**config.mk**
```make
export PLATFORM = sky130hd
export DESIGN_NAME = ipc_top
export DESIGN_NICKNAME = d
export VERILOG_FILES = /design/src/ipc_pkg.sv /design/src/ipc_top.sv
export SDC_FILE = /design/constraint.sdc
export NUM_CORES = 1
export LEC_CHECK = 0
export BUFFER_PORTS_ARGS = -buffer_cell sky130_fd_sc_hd__clkbuf_2
export CAP_MARGIN = 5
export CORE_MARGIN = 3
export CORE_UTILIZATION = 55
export DETAILED_ROUTE_END_ITERATION = 16
export GPL_TIMING_DRIVEN = 1
export PLACE_DENSITY = 0.75
export SYNTH_ARGS = -nofsm -noshare
export SYNTH_HDL_FRONTEND = slang
export SYNTH_SLANG_ARGS = --single-unit
```
**constraint.sdc**
```tcl
create_clock -name clk_sys -period 15 [get_ports clk_sys]
set_input_delay 1.5 -clock clk_sys [delete_from_list [all_inputs] [get_ports clk_sys]]
set_output_delay 1.5 -clock clk_sys [all_outputs]
set_load 0.02 [all_outputs]
```
**src/ipc_pkg.sv**
```systemverilog
// Behaviour
// - Global enable bit 7 of first enable register masks every request when 0.
// - First enable register gates timer1, ext1, timer0, ext0 at bits 3..0.
// - Second enable register gates wdt/timer2, scan, adc, i2c, ext2; rest reserved.
// - Second flag register holds ext4, ext3, spi, timer3, serial ports, low-voltage flags.
// - First priority register bits 3..0 choose high level when 1.
// - High-level requests win; equal levels resolve by the fixed default order.
// - Low service preempted only by high; high service never preempted.
// - Return from interrupt resumes program and restores the previous active level.
// - Respond at instruction end; after return or enable/priority access, one more.
// - Least response is five cycles: one detect, four for the long call.
// - Worst response is thirteen cycles: detect, return, multiply/divide, call.
// - External inputs sampled at end of first clock of each instruction cycle.
// - Legacy input active low; type bit 0 gives falling-edge flag, 1 level.
// - Peripheral status bits set on event, clear on write 0 or config writes.
// - Pin-8 status at bit 5 clears on write 0 or its select written 0.
// - Group-0 pin status bits clear on write 0 or select bit cleared.
// - Two-bit polarity: 01 falling, 10 rising, 00 or 11 both edges.
// - Ext4 group polarity bit: 1 rising edge, 0 falling edge.
package ipc_pkg;
  localparam int NUM_SRC = 17;
  localparam int PIN_W   = 30;
  // SFR space
  localparam logic [7:0] ADDR_EN0   = 8'hA8;
  localparam logic [7:0] ADDR_PSTAT = 8'hAE;
  localparam logic [7:0] ADDR_PRI0  = 8'hB8;
  localparam logic [7:0] ADDR_XSTAT = 8'hC7;
  localparam logic [7:0] ADDR_FLAG2 = 8'hE1;
  localparam logic [7:0] ADDR_EN1   = 8'hE6;
  localparam logic [7:0] ADDR_EN2   = 8'hE7;
  localparam logic [7:0] ADDR_FLAG1 = 8'hF1;
  localparam logic [7:0] ADDR_PRI2  = 8'hF4;
  localparam logic [7:0] ADDR_PRI1  = 8'hF6;
  // Secondary space
  localparam logic [7:0] ADDR_SEL1 = 8'h34;
  localparam logic [7:0] ADDR_SEL2 = 8'h35;
  localparam logic [7:0] ADDR_SEL3 = 8'h36;
  localparam logic [7:0] ADDR_SEL4 = 8'h37;
  localparam logic [7:0] ADDR_SEL5 = 8'h38;
  localparam logic [7:0] ADDR_CON1 = 8'h39;
  localparam logic [7:0] ADDR_CON2 = 8'h3A;
  // Implemented bits
  localparam logic [7:0] MASK_EN0   = 8'h8F;
  localparam logic [7:0] MASK_PRI0  = 8'h0F;
  localparam logic [7:0] MASK_GRP1  = 8'hDC;
  localparam logic [7:0] MASK_PSTAT = 8'h7B;
  localparam logic [7:0] MASK_SEL3  = 8'h80;
  localparam logic [7:0] MASK_SEL5  = 8'h7F;
  localparam logic [7:0] MASK_CON2  = 8'h07;
  localparam logic [7:0] RST_ZERO   = 8'h00;
  localparam logic [7:0] RST_SEL1   = 8'h10;
  localparam logic [7:0] RST_CON1   = 8'h55;
  localparam logic [7:0] RST_CON2   = 8'h01;
  localparam int BIT_GLOBAL_EN = 7;
  localparam int BIT_PIN8_STAT = 5;
  // Polarity codes
  localparam logic [1:0] POL_FALL = 2'h1;
  localparam logic [1:0] POL_RISE = 2'h2;
  // Response timing in instruction cycles
  localparam int DETECT_CYCLES = 1;
  localparam int RETI_CYCLES   = 3;
  localparam int MULDIV_CYCLES = 5;
  localparam logic [2:0] LCALL_CYCLES = 3'h4;
  localparam int WORST_CYCLES  = DETECT_CYCLES + RETI_CYCLES
                                 + MULDIV_CYCLES + 4;
  localparam int PIN_HOLD_CLKS = 2;
  // Vector numbering gaps
  localparam logic [4:0] GAP_A = 5'h05;
  localparam logic [4:0] GAP_B = 5'h06;
  localparam logic [2:0] VEC_LOW = 3'h3;

  typedef enum logic [2:0] {
    ST_IDLE = 3'h1,
    ST_HOLD = 3'h2,
    ST_CALL = 3'h4
  } ipc_state_t;

  function automatic logic [15:0] ipc_vector(input logic [4:0] idx);
    logic [4:0] num;
    num = idx;
    if (idx > 5'h6) begin
      num = idx + GAP_B;
    end else if (idx > 5'h3) begin
      num = idx + GAP_A;
    end
    return {8'h00, num, VEC_LOW};
  endfunction : ipc_vector
endpackage : ipc_pkg

```
**src/ipc_top.sv**
```systemverilog
`timescale 1ns/1ps
`default_nettype none
module ipc_top (
  // Clock and reset
  input  wire logic        clk_sys,
  input  wire logic        rst,
  // Special function register port
  input  wire logic [7:0]  sfr_addr,
  input  wire logic        sfr_wr,
  input  wire logic        sfr_rd,
  input  wire logic [7:0]  sfr_wdata,
  output logic      [7:0]  sfr_rdata,
  // Secondary register port
  input  wire logic [7:0]  sec_addr,
  input  wire logic        sec_wr,
  input  wire logic        sec_rd,
  input  wire logic [7:0]  sec_wdata,
  output logic      [7:0]  sec_rdata,
  // Instruction sequencer
  input  wire logic        first_clock_of_cycle,
  input  wire logic        instr_done,
  input  wire logic        instr_is_reti,
  output logic             irq_take,
  output logic      [15:0] irq_vector,
  output logic             irq_level,
  output logic             active_high,
  output logic             active_low,
  // Timer control
  input  wire logic        timer0_overflow_flag,
  input  wire logic        timer1_overflow_flag,
  input  wire logic        ext0_trigger_type,
  input  wire logic        ext1_trigger_type,
  input  wire logic        ext0_flag_clr,
  input  wire logic        ext1_flag_clr,
  output logic             ext0_flag,
  output logic             ext1_flag,
  // Peripheral events
  input  wire logic [7:0]  flag1_set,
  input  wire logic [7:0]  flag2_set,
  input  wire logic [7:0]  status_set,
  input  wire logic        timer3_config_write,
  input  wire logic        timer2_config_write,
  input  wire logic        watchdog_control_write,
  input  wire logic        scan_start_write,
  // External pins
  input  wire logic        legacy_external_pin_0,
  input  wire logic        legacy_external_pin_1,
  input  wire logic [7:0]  group0_pins,
  input  wire logic        group0_pin8,
  input  wire logic        ext1_pin,
  input  wire logic        ext2_pin,
  input  wire logic        ext3_pin,
  input  wire logic [15:0] ext4_pins
);

  // ==========================================================
  // Pin sampling
  // ==========================================================
  logic [ipc_pkg::PIN_W-1:0] pin_raw, sync1_reg, sync2_reg;
  logic [ipc_pkg::PIN_W-1:0] samp_reg, prev_reg, rise, fall;

  assign pin_raw = {ext4_pins, ext3_pin, ext2_pin, ext1_pin, group0_pin8,
                    group0_pins, legacy_external_pin_1,
                    legacy_external_pin_0};
  assign rise = samp_reg & ~prev_reg;
  assign fall = prev_reg & ~samp_reg;

  // Idle-high reset so no false edge for active-low pins
  always_ff @(posedge clk_sys or posedge rst) begin
    if (rst) begin
      sync1_reg <= '1;
      sync2_reg <= '1;
      samp_reg  <= '1;
      prev_reg  <= '1;
    end else begin
      sync1_reg <= pin_raw;
      sync2_reg <= sync1_reg;
      if (first_clock_of_cycle) begin
        samp_reg <= sync2_reg;
        prev_reg <= samp_reg;
      end
    end
  end

  function automatic logic pol_hit(input logic [1:0] pol,
                                   input logic r, input logic f);
    case (pol)
      ipc_pkg::POL_FALL: return f;
      ipc_pkg::POL_RISE: return r;
      default:           return r | f;
    endcase
  endfunction : pol_hit

  // ==========================================================
  // Registers and write strobes
  // ==========================================================
  logic [7:0] en0_reg, en1_reg, en2_reg, pri0_reg, pri1_reg, pri2_reg;
  logic [7:0] flag1_reg, flag2_reg, pstat_reg, xstat_reg;
  logic [7:0] sel1_reg, sel2_reg, sel3_reg, sel4_reg, sel5_reg;
  logic [7:0] con1_reg, con2_reg;
  logic [7:0] flag1_next, flag2_next, pstat_next, xstat_next;
  logic [7:0] pstat_clr, pstat_set, xstat_clr, g0_evt;
  logic       w_flag1, w_flag2, w_pstat, w_xstat, w_sel1, w_sel2;
  logic       pin8_evt, ext1_evt, ext2_evt, ext3_evt, ext4_evt;
  logic       leg0_set, leg1_set, ext0_flag_reg, ext1_flag_reg;
  logic [15:0] ext4_sel;

  assign w_flag1 = sfr_wr && sfr_addr == ipc_pkg::ADDR_FLAG1;
  assign w_flag2 = sfr_wr && sfr_addr == ipc_pkg::ADDR_FLAG2;
  assign w_pstat = sfr_wr && sfr_addr == ipc_pkg::ADDR_PSTAT;
  assign w_xstat = sfr_wr && sfr_addr == ipc_pkg::ADDR_XSTAT;
  assign w_sel1  = sec_wr && sec_addr == ipc_pkg::ADDR_SEL1;
  assign w_sel2  = sec_wr && sec_addr == ipc_pkg::ADDR_SEL2;

  always_ff @(posedge clk_sys or posedge rst) begin
    if (rst) begin
      en0_reg  <= ipc_pkg::RST_ZERO;
      en1_reg  <= ipc_pkg::RST_ZERO;
      en2_reg  <= ipc_pkg::RST_ZERO;
      pri0_reg <= ipc_pkg::RST_ZERO;
      pri1_reg <= ipc_pkg::RST_ZERO;
      pri2_reg <= ipc_pkg::RST_ZERO;
    end else if (sfr_wr) begin
      case (sfr_addr)
        ipc_pkg::ADDR_EN0:  en0_reg  <= sfr_wdata & ipc_pkg::MASK_EN0;
        ipc_pkg::ADDR_EN1:  en1_reg  <= sfr_wdata & ipc_pkg::MASK_GRP1;
        ipc_pkg::ADDR_EN2:  en2_reg  <= sfr_wdata;
        ipc_pkg::ADDR_PRI0: pri0_reg <= sfr_wdata & ipc_pkg::MASK_PRI0;
        ipc_pkg::ADDR_PRI1: pri1_reg <= sfr_wdata & ipc_pkg::MASK_GRP1;
        ipc_pkg::ADDR_PRI2: pri2_reg <= sfr_wdata;
        default: ;
      endcase
    end
  end

  always_ff @(posedge clk_sys or posedge rst) begin
    if (rst) begin
      sel1_reg <= ipc_pkg::RST_SEL1;
      sel2_reg <= ipc_pkg::RST_ZERO;
      sel3_reg <= ipc_pkg::RST_ZERO;
      sel4_reg <= ipc_pkg::RST_ZERO;
      sel5_reg <= ipc_pkg::RST_ZERO;
      con1_reg <= ipc_pkg::RST_CON1;
      con2_reg <= ipc_pkg::RST_CON2;
    end else if (sec_wr) begin
      case (sec_addr)
        ipc_pkg::ADDR_SEL1: sel1_reg <= sec_wdata;
        ipc_pkg::ADDR_SEL2: sel2_reg <= sec_wdata;
        ipc_pkg::ADDR_SEL3: sel3_reg <= sec_wdata & ipc_pkg::MASK_SEL3;
        ipc_pkg::ADDR_SEL4: sel4_reg <= sec_wdata;
        ipc_pkg::ADDR_SEL5: sel5_reg <= sec_wdata & ipc_pkg::MASK_SEL5;
        ipc_pkg::ADDR_CON1: con1_reg <= sec_wdata;
        ipc_pkg::ADDR_CON2: con2_reg <= sec_wdata & ipc_pkg::MASK_CON2;
        default: ;
      endcase
    end
  end

  // ==========================================================
  // External events
  // ==========================================================
  always_comb begin
    for (int i = 0; i < 8; i++) begin
      g0_evt[i] = sel2_reg[i] & pol_hit(con2_reg[1:0], rise[2+i],
                                        fall[2+i]);
    end
  end
  assign pin8_evt = sel1_reg[0] & pol_hit(con1_reg[1:0], rise[10], fall[10]);
  assign ext1_evt = sel1_reg[1] & pol_hit(con1_reg[3:2], rise[11], fall[11]);
  assign ext2_evt = sel1_reg[2] & pol_hit(con1_reg[5:4], rise[12], fall[12]);
  assign ext3_evt = sel1_reg[3] & pol_hit(con1_reg[7:6], rise[13], fall[13]);
  assign ext4_sel = {sel5_reg[6:0], sel4_reg, sel3_reg[7]};
  // One vector for the whole group; any armed pin fires it
  assign ext4_evt = |(ext4_sel & (con2_reg[2] ? rise[29:14]
                                              : fall[29:14]));
  // Active low: type 1 follows the low level, type 0 the fall
  assign leg0_set = ext0_trigger_type ? ~samp_reg[0] : fall[0];
  assign leg1_set = ext1_trigger_type ? ~samp_reg[1] : fall[1];

  // ==========================================================
  // Flags and status, set wins over clear
  // ==========================================================
  assign flag1_next = ((w_flag1 ? sfr_wdata : flag1_reg) | flag1_set
                       | {5'h00, ext2_evt, 2'h0}) & ipc_pkg::MASK_GRP1;
  assign flag2_next = (w_flag2 ? sfr_wdata : flag2_reg) | flag2_set
                      | {ext4_evt, ext3_evt, 6'h00};
  assign pstat_clr  = {1'b0, timer3_config_write, w_sel1 & ~sec_wdata[0],
                       watchdog_control_write, timer2_config_write, 1'b0,
                       scan_start_write, scan_start_write};
  assign pstat_set  = {status_set[7:6], pin8_evt, status_set[4:0]}
                      & ipc_pkg::MASK_PSTAT;
  assign pstat_next = (pstat_reg & (w_pstat ? sfr_wdata : 8'hFF)
                       & ~pstat_clr) | pstat_set;
  assign xstat_clr  = w_sel2 ? ~sec_wdata : 8'h00;
  assign xstat_next = (xstat_reg & (w_xstat ? sfr_wdata : 8'hFF)
                       & ~xstat_clr) | g0_evt;

  always_ff @(posedge clk_sys or posedge rst) begin
    if (rst) begin
      flag1_reg     <= ipc_pkg::RST_ZERO;
      flag2_reg     <= ipc_pkg::RST_ZERO;
      pstat_reg     <= ipc_pkg::RST_ZERO;
      xstat_reg     <= ipc_pkg::RST_ZERO;
      ext0_flag_reg <= 1'b0;
      ext1_flag_reg <= 1'b0;
    end else begin
      flag1_reg     <= flag1_next;
      flag2_reg     <= flag2_next;
      pstat_reg     <= pstat_next;
      xstat_reg     <= xstat_next;
      // Ext0 also collects the group-0 pins and pin 8
      ext0_flag_reg <= leg0_set | (|g0_evt) | pin8_evt
                       | (ext0_flag_reg & ~ext0_flag_clr);
      ext1_flag_reg <= leg1_set | ext1_evt
                       | (ext1_flag_reg & ~ext1_flag_clr);
    end
  end

  // ==========================================================
  // Priority resolution
  // ==========================================================
  logic [ipc_pkg::NUM_SRC-1:0] pend, pend_lat_reg, enab, prio, req, hi, lo;
  logic [4:0] pick;
  logic       hi_ok, lo_ok, touch, touched_reg, hold_now, do_take;
  logic       act_high_reg, act_low_reg, take_reg, level_reg;
  logic [15:0] vec_reg;
  logic [2:0] call_cnt_reg;
  ipc_pkg::ipc_state_t state_reg, state_next;

  function automatic logic [4:0] first_set(
      input logic [ipc_pkg::NUM_SRC-1:0] v);
    logic [4:0] idx;
    idx = 5'h00;
    for (int i = ipc_pkg::NUM_SRC - 1; i >= 0; i--) begin
      if (v[i]) begin
        idx = 5'(i);
      end
    end
    return idx;
  endfunction : first_set

  // Query order: ext0, t0, ext1, t1, then group 1, then group 2
  assign pend = {flag2_reg, flag1_reg[7:6], flag1_reg[4:2],
                 timer1_overflow_flag, ext1_flag_reg,
                 timer0_overflow_flag, ext0_flag_reg};
  assign enab = {en2_reg, en1_reg[7:6], en1_reg[4:2],
                 en0_reg[3:0]};
  assign prio = {pri2_reg, pri1_reg[7:6], pri1_reg[4:2],
                 pri0_reg[3:0]};
  assign req  = pend_lat_reg & enab
                & {ipc_pkg::NUM_SRC{en0_reg[ipc_pkg::BIT_GLOBAL_EN]}};
  assign hi   = req & prio;
  assign lo   = req & ~prio;
  assign hi_ok = (|hi) && !act_high_reg;
  assign lo_ok = (|lo) && !act_high_reg && !act_low_reg;
  assign pick  = hi_ok ? first_set(hi) : first_set(lo);

  assign touch = (sfr_wr || sfr_rd)
                 && (sfr_addr == ipc_pkg::ADDR_EN0
                     || sfr_addr == ipc_pkg::ADDR_EN1
                     || sfr_addr == ipc_pkg::ADDR_EN2
                     || sfr_addr == ipc_pkg::ADDR_PRI0
                     || sfr_addr == ipc_pkg::ADDR_PRI1
                     || sfr_addr == ipc_pkg::ADDR_PRI2);
  assign hold_now = instr_is_reti || touched_reg || touch;
  assign do_take  = instr_done && state_reg != ipc_pkg::ST_CALL
                    && !hold_now && (hi_ok || lo_ok);

  always_comb begin
    state_next = state_reg;
    case (state_reg)
      ipc_pkg::ST_IDLE, ipc_pkg::ST_HOLD: begin
        if (instr_done) begin
          if (hold_now) begin
            state_next = ipc_pkg::ST_HOLD;
          end else if (do_take) begin
            state_next = ipc_pkg::ST_CALL;
          end else begin
            state_next = ipc_pkg::ST_IDLE;
          end
        end
      end
      ipc_pkg::ST_CALL: begin
        if (first_clock_of_cycle && call_cnt_reg == 3'h1) begin
          state_next = ipc_pkg::ST_IDLE;
        end
      end
      default: state_next = ipc_pkg::ST_IDLE;
    endcase
  end

  always_ff @(posedge clk_sys or posedge rst) begin
    if (rst) begin
      state_reg    <= ipc_pkg::ST_IDLE;
      pend_lat_reg <= '0;
      touched_reg  <= 1'b0;
      call_cnt_reg <= 3'h0;
    end else begin
      state_reg <= state_next;
      // One cycle of detection before a request can be taken
      if (first_clock_of_cycle) begin
        pend_lat_reg <= pend;
      end
      touched_reg <= !instr_done && (touched_reg || touch);
      if (do_take) begin
        call_cnt_reg <= ipc_pkg::LCALL_CYCLES;
      end else if (first_clock_of_cycle && call_cnt_reg != 3'h0) begin
        call_cnt_reg <= call_cnt_reg - 3'h1;
      end
    end
  end

  // Flags stay set on entry; the routine must clear them
  always_ff @(posedge clk_sys or posedge rst) begin
    if (rst) begin
      take_reg     <= 1'b0;
      level_reg    <= 1'b0;
      vec_reg      <= 16'h0000;
      act_high_reg <= 1'b0;
      act_low_reg  <= 1'b0;
    end else begin
      take_reg <= do_take;
      if (do_take) begin
        level_reg <= hi_ok;
        vec_reg   <= ipc_pkg::ipc_vector(pick);
        if (hi_ok) begin
          act_high_reg <= 1'b1;
        end else begin
          act_low_reg <= 1'b1;
        end
      end else if (instr_done && instr_is_reti) begin
        if (act_high_reg) begin
          act_high_reg <= 1'b0;
        end else begin
          act_low_reg <= 1'b0;
        end
      end
    end
  end

  // ==========================================================
  // Read ports
  // ==========================================================
  logic [7:0] sfr_mux, sec_mux, sfr_rdata_reg, sec_rdata_reg;
  always_comb begin
    case (sfr_addr)
      ipc_pkg::ADDR_EN0:   sfr_mux = en0_reg;
      ipc_pkg::ADDR_PSTAT: sfr_mux = pstat_reg;
      ipc_pkg::ADDR_PRI0:  sfr_mux = pri0_reg;
      ipc_pkg::ADDR_XSTAT: sfr_mux = xstat_reg;
      ipc_pkg::ADDR_FLAG2: sfr_mux = flag2_reg;
      ipc_pkg::ADDR_EN1:   sfr_mux = en1_reg;
      ipc_pkg::ADDR_EN2:   sfr_mux = en2_reg;
      ipc_pkg::ADDR_FLAG1: sfr_mux = flag1_reg;
      ipc_pkg::ADDR_PRI2:  sfr_mux = pri2_reg;
      ipc_pkg::ADDR_PRI1:  sfr_mux = pri1_reg;
      default:             sfr_mux = 8'h00;
    endcase
    case (sec_addr)
      ipc_pkg::ADDR_SEL1: sec_mux = sel1_reg;
      ipc_pkg::ADDR_SEL2: sec_mux = sel2_reg;
      ipc_pkg::ADDR_SEL3: sec_mux = sel3_reg;
      ipc_pkg::ADDR_SEL4: sec_mux = sel4_reg;
      ipc_pkg::ADDR_SEL5: sec_mux = sel5_reg;
      ipc_pkg::ADDR_CON1: sec_mux = con1_reg;
      ipc_pkg::ADDR_CON2: sec_mux = con2_reg;
      default:            sec_mux = 8'h00;
    endcase
  end

  always_ff @(posedge clk_sys or posedge rst) begin
    if (rst) begin
      sfr_rdata_reg <= 8'h00;
      sec_rdata_reg <= 8'h00;
    end else begin
      if (sfr_rd) begin
        sfr_rdata_reg <= sfr_mux;
      end
      if (sec_rd) begin
        sec_rdata_reg <= sec_mux;
      end
    end
  end

  assign sfr_rdata   = sfr_rdata_reg;
  assign sec_rdata   = sec_rdata_reg;
  assign irq_take    = take_reg;
  assign irq_vector  = vec_reg;
  assign irq_level   = level_reg;
  assign active_high = act_high_reg;
  assign active_low  = act_low_reg;
  assign ext0_flag   = ext0_flag_reg;
  assign ext1_flag   = ext1_flag_reg;
endmodule : ipc_top
`default_nettype wire

```
==> impl_table.tex, run 1 <==
\begin{tabular}{lr}
\hline
Metric & Value \\
\hline
\multicolumn{2}{l}{\textbf{STA}} \\
\quad Hold Violations, Final & 0 \\
\quad Top achievable clock speed & around 240 MHz \\
\quad Number of max-slew violations in the final report & 0 \\
\quad Setup Skew & about 0.01 ns \\
\quad Crit path time final & 4.21 ns \\
\quad Setup repair after global routing missed its margin & false \\
\quad Max transition margin & 0.305 \\
\quad Measured slew at the worst slew-check pin & 1.03 ns \\
\quad \# setup viols final & 0 \\
\quad Part of the cycle the worst path needs & 0.280 \\
\quad Summed negative setup slack over all endpoints & 0 ns \\
\multicolumn{2}{l}{\textbf{Flow run}} \\
\quad Max-cap check violation count & 0 \\
\multicolumn{2}{l}{\textbf{Worst hold path}} \\
\quad Hold WC Path Type & flip-flop to flip-flop \\
\quad Startpoint of the lowest-slack hold path & sync1\_reg[13] \\
\multicolumn{2}{l}{\textbf{Cells and area}} \\
\quad Layout fillers & around 1.8k \\
\quad Area taken by flip-flops and latches & about 7100 um\^{}2 \\
\quad \# nets final & around 1.4k \\
\quad Area growth syn-to-layout & 14.0\% \\
\quad Area of combinational cells with multiple inputs & around 5500 um\^{}2 \\
\quad Fraction of final layout cells sized beyond drive strength 1 & 0.373 \\
\multicolumn{2}{l}{\textbf{Routing}} \\
\quad Number of routed nets with antenna violations & 0 \\
\quad Starting DRC count in detailed routing & 860 \\
\quad Per-cell routed wire length & a little under 20 um \\
\quad DRC violations left & 0 \\
\quad First-pass iteration count of the detailed router & 5 \\
\quad Ratio of routed vias to standard cells & 5.90 \\
\quad Total via count in the routed design & 9415 \\
\quad DRT Wirelength & between 30000 and 40000 um \\
\multicolumn{2}{l}{\textbf{Synthesis}} \\
\quad Fraction of registers with async set/reset & 1.00 \\
\quad Average size of a mapped cell & 11.6 um\^{}2 \\
\quad Number of enable-type register cells in the synthesized netlist & 0 \\
\quad Warnings, synthesis & 0 \\
\quad Number of distinct standard cells referenced by the synthesized netlist & 83 \\
\quad Post-Syn Instances & between 1k and 1.5k \\
\quad Synth Flop Type & sky130\_fd\_sc\_hd\_\_dfrtp\_1 \\
\quad Number of register bits inferred by synthesis & approximately 280 \\
\quad Sequential-to-total area share from yosys stat & 0.544 \\
\quad Post-synthesis instance area & roughly 13000 um\^{}2 \\
\multicolumn{2}{l}{\textbf{Run status}} \\
\quad Outcome & finished clean \\
\multicolumn{2}{l}{\textbf{CTS}} \\
\quad Skew-Pair Late Insertion Delay & $\sim$0.55 ns \\
\quad Number of buffers between clock root and the deepest sink & 3 \\
\quad CTS clk-pin slew, worst paths & approximately 0.060 ns \\
\quad Clock root buffer & sky130\_fd\_sc\_hd\_\_clkbuf\_16 \\
\quad Buffer count from post-CTS setup fixing & 0 \\
\quad Level count of the clock H-tree & 1 \\
\quad Quantity of hold-fixing buffers added after cts & 0 \\
\quad CTS buffer count & 29 \\
\quad Number of sinks driven by the clock tree & 279 \\
\quad CTS tree & done \\
\quad Post\_cts resized & 0 \\
\multicolumn{2}{l}{\textbf{Global routing}} \\
\quad Number of global-route vias before repair & 9536 \\
\quad Total routing usage reported by global routing & 0.243 \\
\quad Maximum number of pins on one net before global-route repair & $\sim$130 \\
\quad First-pass GRT wire length & about 51000 um \\
\quad Leftover overflow at the end of global routing & 0 \\
\quad Antenna violations before repair & 0 \\
\multicolumn{2}{l}{\textbf{Die}} \\
\quad Initial core utilization & 0.569 \\
\quad Placeable core region & roughly 23000 um\^{}2 \\
\quad Number of rows in the core area & between 50 and 60 \\
\quad Height of the die & 160 um \\
\quad Die area & roughly 26000 um\^{}2 \\
\quad Die Width & 160 um \\
\quad Top-Level Pins & $\sim$140 \\
\multicolumn{2}{l}{\textbf{Power and ir drop}} \\
\quad Power per cell area & 117 nW/um\^{}2 \\
\quad Post-layout power & approximately 1800 uW \\
\quad Leakage & approximately 0.0066 uW \\
\quad Worst voltage drop across the vdd grid & 0.0000881 V \\
\multicolumn{2}{l}{\textbf{Worst setup path}} \\
\quad Largest delay share family, worst path & simple AND/OR/NAND/NOR gates \\
\quad Most common cell type on the critical path & sky130\_fd\_sc\_hd\_\_or3\_1 \\
\quad Critical Path Max Stage Delay & 0.63 ns \\
\quad Worst path buffer plus inverter count & 2 \\
\quad Data arrival time at the worst-slack endpoint & between 4 and 5 ns \\
\quad Critical register-to-register path startpoint & en0\_reg[7] \\
\quad Startpoint type of the worst setup path & flip-flop \\
\quad Origin of the worst setup path & en0\_reg[7] \\
\quad Library cell contributing the largest single delay on the critical path & sky130\_fd\_sc\_hd\_\_dfrtp\_1 \\
\quad Required time reported for the critical path endpoint & 15.47 ns \\
\quad Highest net fanout along the worst path & 27 \\
\quad Crit. End Element & flip-flop \\
\quad Path type of the worst setup path & flip-flop to flip-flop \\
\quad CP cell instances & buf\_4 > nand4\_1 > nand4\_2 > nor4\_4 > a21oi\_2 > o2111a\_1 > or2\_2 > ha\_1 > inv\_1 > or3\_1 > o221a\_1 > or2\_1 > or3\_1 > a31oi\_1 \\
\multicolumn{2}{l}{\textbf{Place}} \\
\quad Hpwl dp & approximately 23000 um \\
\quad Weighted congestion reported at the end of routability-driven placement & 0.943 \\
\quad Number of buffer cells added on primary ports & 127 \\
\hline
\end{tabular}
## routing by layer
| layer | wire length (um) | vias up | track usage |
|---|---|---|---|
| li1 | - | 4374 | - |
| met1 | 13300 | 4676 | 0.326 |
| met5 | 0 | - | 0 |
| met2 | 15500 | 317 | 0.411 |
| met3 | 2050 | 48 | 0.0420 |
| met4 | 721 | 0 | 0.0682 |
## cells in the final DEF (no fill, tap or decap), drive strengths merged, types with 7 or more instances in the layout
cell,synthesis,layout
mux2,133,133
nor2,37,37
ha,42,42
conb,1,9
nand3,14,14
a221oi,23,23
dfstp,127,127
nor4,7,7
and3,9,9
a21oi,33,33
a22oi,28,28
inv,67,69
nand3b,10,10
o221ai,12,12
clkinv,1,8
clkbuf,34,165
o21ai,62,62
nor2b,8,8
nand2b,11,11
nand2,148,148
nand4,29,29
buf,18,11
nand4b,16,16
a31oi,7,7
o22ai,15,15
dfrtp,152,152
## layout make-up
cell class                      instances  share of cell area
Multi-Input combinational cell        744               0.368
Antenna cell                            1            0.000167
Sequential cell                       279               0.477
Inverter                               68              0.0176
Clock buffer                           39              0.0544
Tap cell                              313              0.0262
Clock inverter                         15             0.00895
Timing Repair Buffer                  137              0.0477
## cell families after synthesis
kind of cell | after synthesis | share of synthesized area
other | 1 | 0.000286
adder cells (fa/ha/maj) | 42 | 0.0400
AND/OR/NAND/NOR | 326 | 0.136
multiplexers | 139 | 0.119
flip-flops | 279 | 0.544
AO/OA/AOI/OAI | 225 | 0.119
buffers and inverters | 120 | 0.0392
XOR/XNOR | 3 | 0.00200
## cell usage after synthesis, types with 10 or more instances
master                     number  share of area
sky130_fd_sc_hd__nand3b_1      10         0.0057
sky130_fd_sc_hd__nand2_1      148          0.042
sky130_fd_sc_hd__o22ai_1       15         0.0072
sky130_fd_sc_hd__a22oi_1       28          0.016
sky130_fd_sc_hd__nand3_1       14         0.0053
sky130_fd_sc_hd__o21ai_0       59          0.022
sky130_fd_sc_hd__nand4_2       10         0.0095
sky130_fd_sc_hd__mux2_2       133           0.11
sky130_fd_sc_hd__nand4_1       19         0.0091
sky130_fd_sc_hd__nor2_1        37          0.011
sky130_fd_sc_hd__inv_1         66          0.019
sky130_fd_sc_hd__clkbuf_1      33         0.0094
sky130_fd_sc_hd__dfrtp_1      152           0.29
sky130_fd_sc_hd__dfstp_2      127           0.25
sky130_fd_sc_hd__nand2b_1      10         0.0048
sky130_fd_sc_hd__nand4b_1      13         0.0087
sky130_fd_sc_hd__a21oi_1       31          0.012
sky130_fd_sc_hd__ha_1          42          0.040
sky130_fd_sc_hd__buf_4         10         0.0057
sky130_fd_sc_hd__a221oi_1      23          0.015
sky130_fd_sc_hd__o221ai_1      12         0.0080
## path summary, 6_finish.rpt
path | endpoint | slack [ns] | cells after the start
setup / recovery | irq_vector[3] | 10.79 | 14
hold / removal | sync2_reg[13] | 0.35 | 0
setup reg to reg | irq_vector[3] | 10.79 | 14
hold reg to reg | sync2_reg[13] | 0.35 | 0
max in group asynchronous | pend_lat_reg[7] | 12.36 | 3
min in group asynchronous | ext1_flag | 1.11 | 2
## through the flow
stage / setup slack, ns / cells / area, um^2 / util / hold slack [ns]
after floorplan: 6.02 / 1143 / 13200 / - / 0.345
after global placement: 10.75 / 1541 / 14000 / 0.608 / 0.346
after detailed placement: 10.70 / 1541 / 14000 / 0.608 / 0.347
after CTS: 10.83 / 1595 / 15000 / 0.649 / 0.348
after global routing: 10.59 / 1595 / 15000 / 0.649 / 0.356
final: 10.79 / 1596 / 15000 / 0.649 / 0.350
## power breakdown
part	leakage [uW]	switching, uW	internal, uW	total [uW]
clock	0.000454	303	401	705
sequential	0.00322	40.6	828	868
combinational	0.00295	105	74.8	179
(Power assumes the default switching activity.)
==> inputs of run 2 (changes only) <==
clock period = 3.97 ns   (was 15 ns; I/O delays follow)
==> run 2 against run 1 <==
Compared with the run above: design area up 2.5%; clock skew up 0.00086 ns; sequential cell count did not move; first-iteration DRC count down 14%; global-route usage increased by 0.32 points; combinational power rose to 3.9 times the previous value; largest cell class unchanged; largest power group unchanged; highest routed layer is now met5.
==> impl_table.tex, run 2 (same netlist as run 1, synthesis figures left out) <==
\begin{tabular}{lr}
\hline
Metric & Value \\
\hline
\multicolumn{2}{l}{\textbf{Worst setup path}} \\
\quad Library cell contributing the largest single delay on the critical path & sky130\_fd\_sc\_hd\_\_dfrtp\_1 \\
\quad Crit. End Element & flip-flop \\
\quad Startpoint type of the worst setup path & flip-flop \\
\quad Path type of the worst setup path & flip-flop to flip-flop \\
\quad Worst-case reg-to-reg path depth & 15 (+1) \\
\quad Worst path buffer plus inverter count & 3 (+1) \\
\quad Reg2Reg Setup Slack & 0.23 ns (-10.56 ns) \\
\quad Critical Path Max Stage Delay & 0.49 ns (-0.14 ns) \\
\quad Data arrival time at the worst-slack endpoint & 4.22 ns (-0.46 ns) \\
\quad Critical register-to-register path startpoint & en0\_reg[7] \\
\quad Largest delay share family, worst path & simple AND/OR/NAND/NOR gates \\
\quad Highest net fanout along the worst path & 32 (+19\%) \\
\quad Worst flop-to-flop path endpoint & irq\_vector[3] \\
\quad Required time reported for the critical path endpoint & 4.45 ns (-11.02 ns) \\
\quad CP cell instances & buf\_12 > nand4\_1 > nand4\_2 > nor4\_4 > a21oi\_2 > buf\_4 > o2111a\_1 > or2\_2 > ha\_1 > inv\_1 > or3\_1 > o221a\_1 > or2\_1 > or3\_1 > a31oi\_1 \\
\quad Most common cell type on the critical path & sky130\_fd\_sc\_hd\_\_or3\_1 \\
\multicolumn{2}{l}{\textbf{Global routing}} \\
\quad First-pass GRT wire length & 51400 um (+1.4\%) \\
\quad Total routing usage reported by global routing & 0.247 (+0.00318) \\
\quad Number of global-route vias before repair & 9591 (+0.58\%) \\
\quad Antenna violations before repair & 1 (+1) \\
\quad Leftover overflow at the end of global routing & 0 (unchanged) \\
\quad Maximum number of pins on one net before global-route repair & 127 (+1.6\%) \\
\multicolumn{2}{l}{\textbf{CTS}} \\
\quad CTS tree & done \\
\quad Skew-Pair Late Insertion Delay & 0.56 ns (about the same) \\
\quad Buffer count from post-CTS setup fixing & 0 (unchanged) \\
\quad CTS buffer count & 29 (unchanged) \\
\quad Level count of the clock H-tree & 1 (unchanged) \\
\quad Post\_cts resized & 0 (unchanged) \\
\quad Quantity of hold-fixing buffers added after cts & 31 (+31) \\
\quad CTS clk-pin slew, worst paths & 0.07 ns (about the same) \\
\quad Clock root buffer & sky130\_fd\_sc\_hd\_\_clkbuf\_16 \\
\quad Number of sinks driven by the clock tree & 279 (unchanged) \\
\quad Number of buffers between clock root and the deepest sink & 3 (unchanged) \\
\multicolumn{2}{l}{\textbf{STA}} \\
\quad Summed negative setup slack over all endpoints & 0 ns (unchanged) \\
\quad \# setup viols final & 0 (unchanged) \\
\quad Hold Violations, Final & 0 (unchanged) \\
\quad Crit path time final & 3.74 ns (-0.467 ns) \\
\quad Number of max-slew violations in the final report & 0 (unchanged) \\
\quad Setup Skew & 0.0106 ns (+0.000858 ns) \\
\quad Setup repair after global routing missed its margin & false \\
\quad Max transition margin & 0.311 (+0.00531) \\
\quad Part of the cycle the worst path needs & 0.942 (+0.662) \\
\quad Top achievable clock speed & 267 MHz (+12\%) \\
\quad Measured slew at the worst slew-check pin & 1.03 ns (+0.000633 ns) \\
\multicolumn{2}{l}{\textbf{Cells and area}} \\
\quad Area of combinational cells with multiple inputs & 5500 um\^{}2 (unchanged) \\
\quad Most common cell after layout, fill and taps aside & sky130\_fd\_sc\_hd\_\_dfrtp\_1 \\
\quad Area growth syn-to-layout & 16.8\% \\
\quad \# nets final & 1444 (+2.7\%) \\
\quad Layout fillers & 1727 (-1.9\%) \\
\quad Leading cell types in the layout, fill and taps excluded & sky130\_fd\_sc\_hd\_\_dfrtp\_1 (152), sky130\_fd\_sc\_hd\_\_nand2\_1 (148), sky130\_fd\_sc\_hd\_\_mux2\_2 (133) \\
\quad Area taken by flip-flops and latches & 7140 um\^{}2 (unchanged) \\
\quad Fraction of final layout cells sized beyond drive strength 1 & 0.363 (-0.00943) \\
\quad Number of antenna diodes & 0 (-1) \\
\quad Layout Cell Area excl Fill & 15300 um\^{}2 (+2.5\%) \\
\multicolumn{2}{l}{\textbf{Flow run}} \\
\quad Max-cap check violation count & 0 (unchanged) \\
\multicolumn{2}{l}{\textbf{Die}} \\
\quad Initial core utilization & 0.569 (unchanged) \\
\quad Height of the die & 160 um (unchanged) \\
\quad Die area & 25800 um\^{}2 (unchanged) \\
\quad Top-Level Pins & 143 (unchanged) \\
\quad Number of rows in the core area & 55 (unchanged) \\
\quad Die Width & 160 um (unchanged) \\
\quad Placeable core region & 23100 um\^{}2 (unchanged) \\
\multicolumn{2}{l}{\textbf{Routing}} \\
\quad Wire length on met3 & 1990 um (-2.9\%) \\
\quad DRC violations left & 0 (unchanged) \\
\quad Ratio of routed vias to standard cells & 5.87 (-0.50\%) \\
\quad Total via count in the routed design & 9573 (+1.7\%) \\
\quad Amount of wire on met2 after detailed routing & 15700 um (+1.2\%) \\
\quad Wire length on met1 & 13400 um (+0.31\%) \\
\quad DRT Wirelength & 32000 um (+1.4\%) \\
\quad Starting DRC count in detailed routing & 737 (-14\%) \\
\quad Top layer used by detailed routing & met5 \\
\quad First-pass iteration count of the detailed router & 7 (+2) \\
\quad Per-cell routed wire length & 19.6 um (-0.76\%) \\
\quad Number of routed nets with antenna violations & 0 (unchanged) \\
\multicolumn{2}{l}{\textbf{Power and ir drop}} \\
\quad Worst voltage drop across the vdd grid & 0.000414 V (+370\%) \\
\quad Post-layout power & 6600 uW (+280\%) \\
\quad Power per cell area & 431 nW/um\^{}2 (+270\%) \\
\quad Leakage & 0.00678 uW (+2.5\%) \\
\multicolumn{2}{l}{\textbf{Worst hold path}} \\
\quad Hold WC Path Type & input port to flip-flop \\
\quad Worst hold path cell count & 2 (+2) \\
\quad Capture endpoint of the worst hold path & pstat\_reg[6] \\
\quad Startpoint of the lowest-slack hold path & status\_set[6] \\
\multicolumn{2}{l}{\textbf{Place}} \\
\quad Hpwl dp & 22600 um (+0.17\%) \\
\quad Number of buffer cells added on primary ports & 127 (unchanged) \\
\quad Weighted congestion reported at the end of routability-driven placement & 0.922 (-2.2\%) \\
\quad Area after detailed placement & 14100 um\^{}2 (+0.62\%) \\
\multicolumn{2}{l}{\textbf{Run status}} \\
\quad Outcome & finished clean \\
\hline
\end{tabular}
[run 2: cell count changes in the layout (fill, tap and decap cells not counted), sizes merged]
cell / previous run / this run
buf: 11 / 18
diode: 1 / 0
dlygate4sd3: 0 / 31
clkbuf: 165 / 172
clkinv: 8 / 2
inv: 69 / 68
bufinv: 1 / 0
clkinvlp: 5 / 4
[run 2: layer usage]
layer  up-vias  GRT usage
met2       331      0.417
met3        67     0.0405
li1       4432          -
met4         2     0.0746
met5         -          0
met1      4741      0.329
[run 2: layout make-up]
type                    instances  share of cell area
repair buffers                175              0.0726
flip-flops and latches        279               0.466
clock buffers                  46              0.0568
multi-input cells             744               0.359
clock inverters                 6             0.00367
inverters                      68              0.0169
well taps                     313              0.0255
[run 2: how the worst max path moves through the flow]
stage	cells after the start	endpoint	start	slack (ns)
final	15	irq_vector[3]	en0_reg[7]	0.23
after global routing	14	irq_vector[3]	en0_reg[7]	0.004
after CTS	14	irq_vector[3]	en0_reg[7]	0.25
after detailed placement	14	irq_vector[3]	en0_reg[7]	0.28
after global placement	14	irq_vector[3]	en0_reg[7]	0.36
after floorplan	1	active_high	rst	-0.02
[run 2: per-stage QoR]
step           setup slack [ns]   util  std cells  hold slack [ns]
2_1_floorplan           -0.0166      -       1143            0.345
3_3_place_gp              0.357  0.611       1548            0.345
3_5_place_dp              0.280  0.611       1548            0.347
4_1_cts                   0.254  0.665       1631           0.0123
5_1_grt                 0.00381  0.665       1631           0.0237
6_report                  0.230  0.665       1631           0.0236
[run 2: report_power, final]
group          switching (uW)  leakage, uW  internal, uW  total, uW
registers                 159      0.00322          3130       3290
clock network            1110     0.000443          1510       2620
logic                     392      0.00312           306        699
total                    1660      0.00678          4940       6600
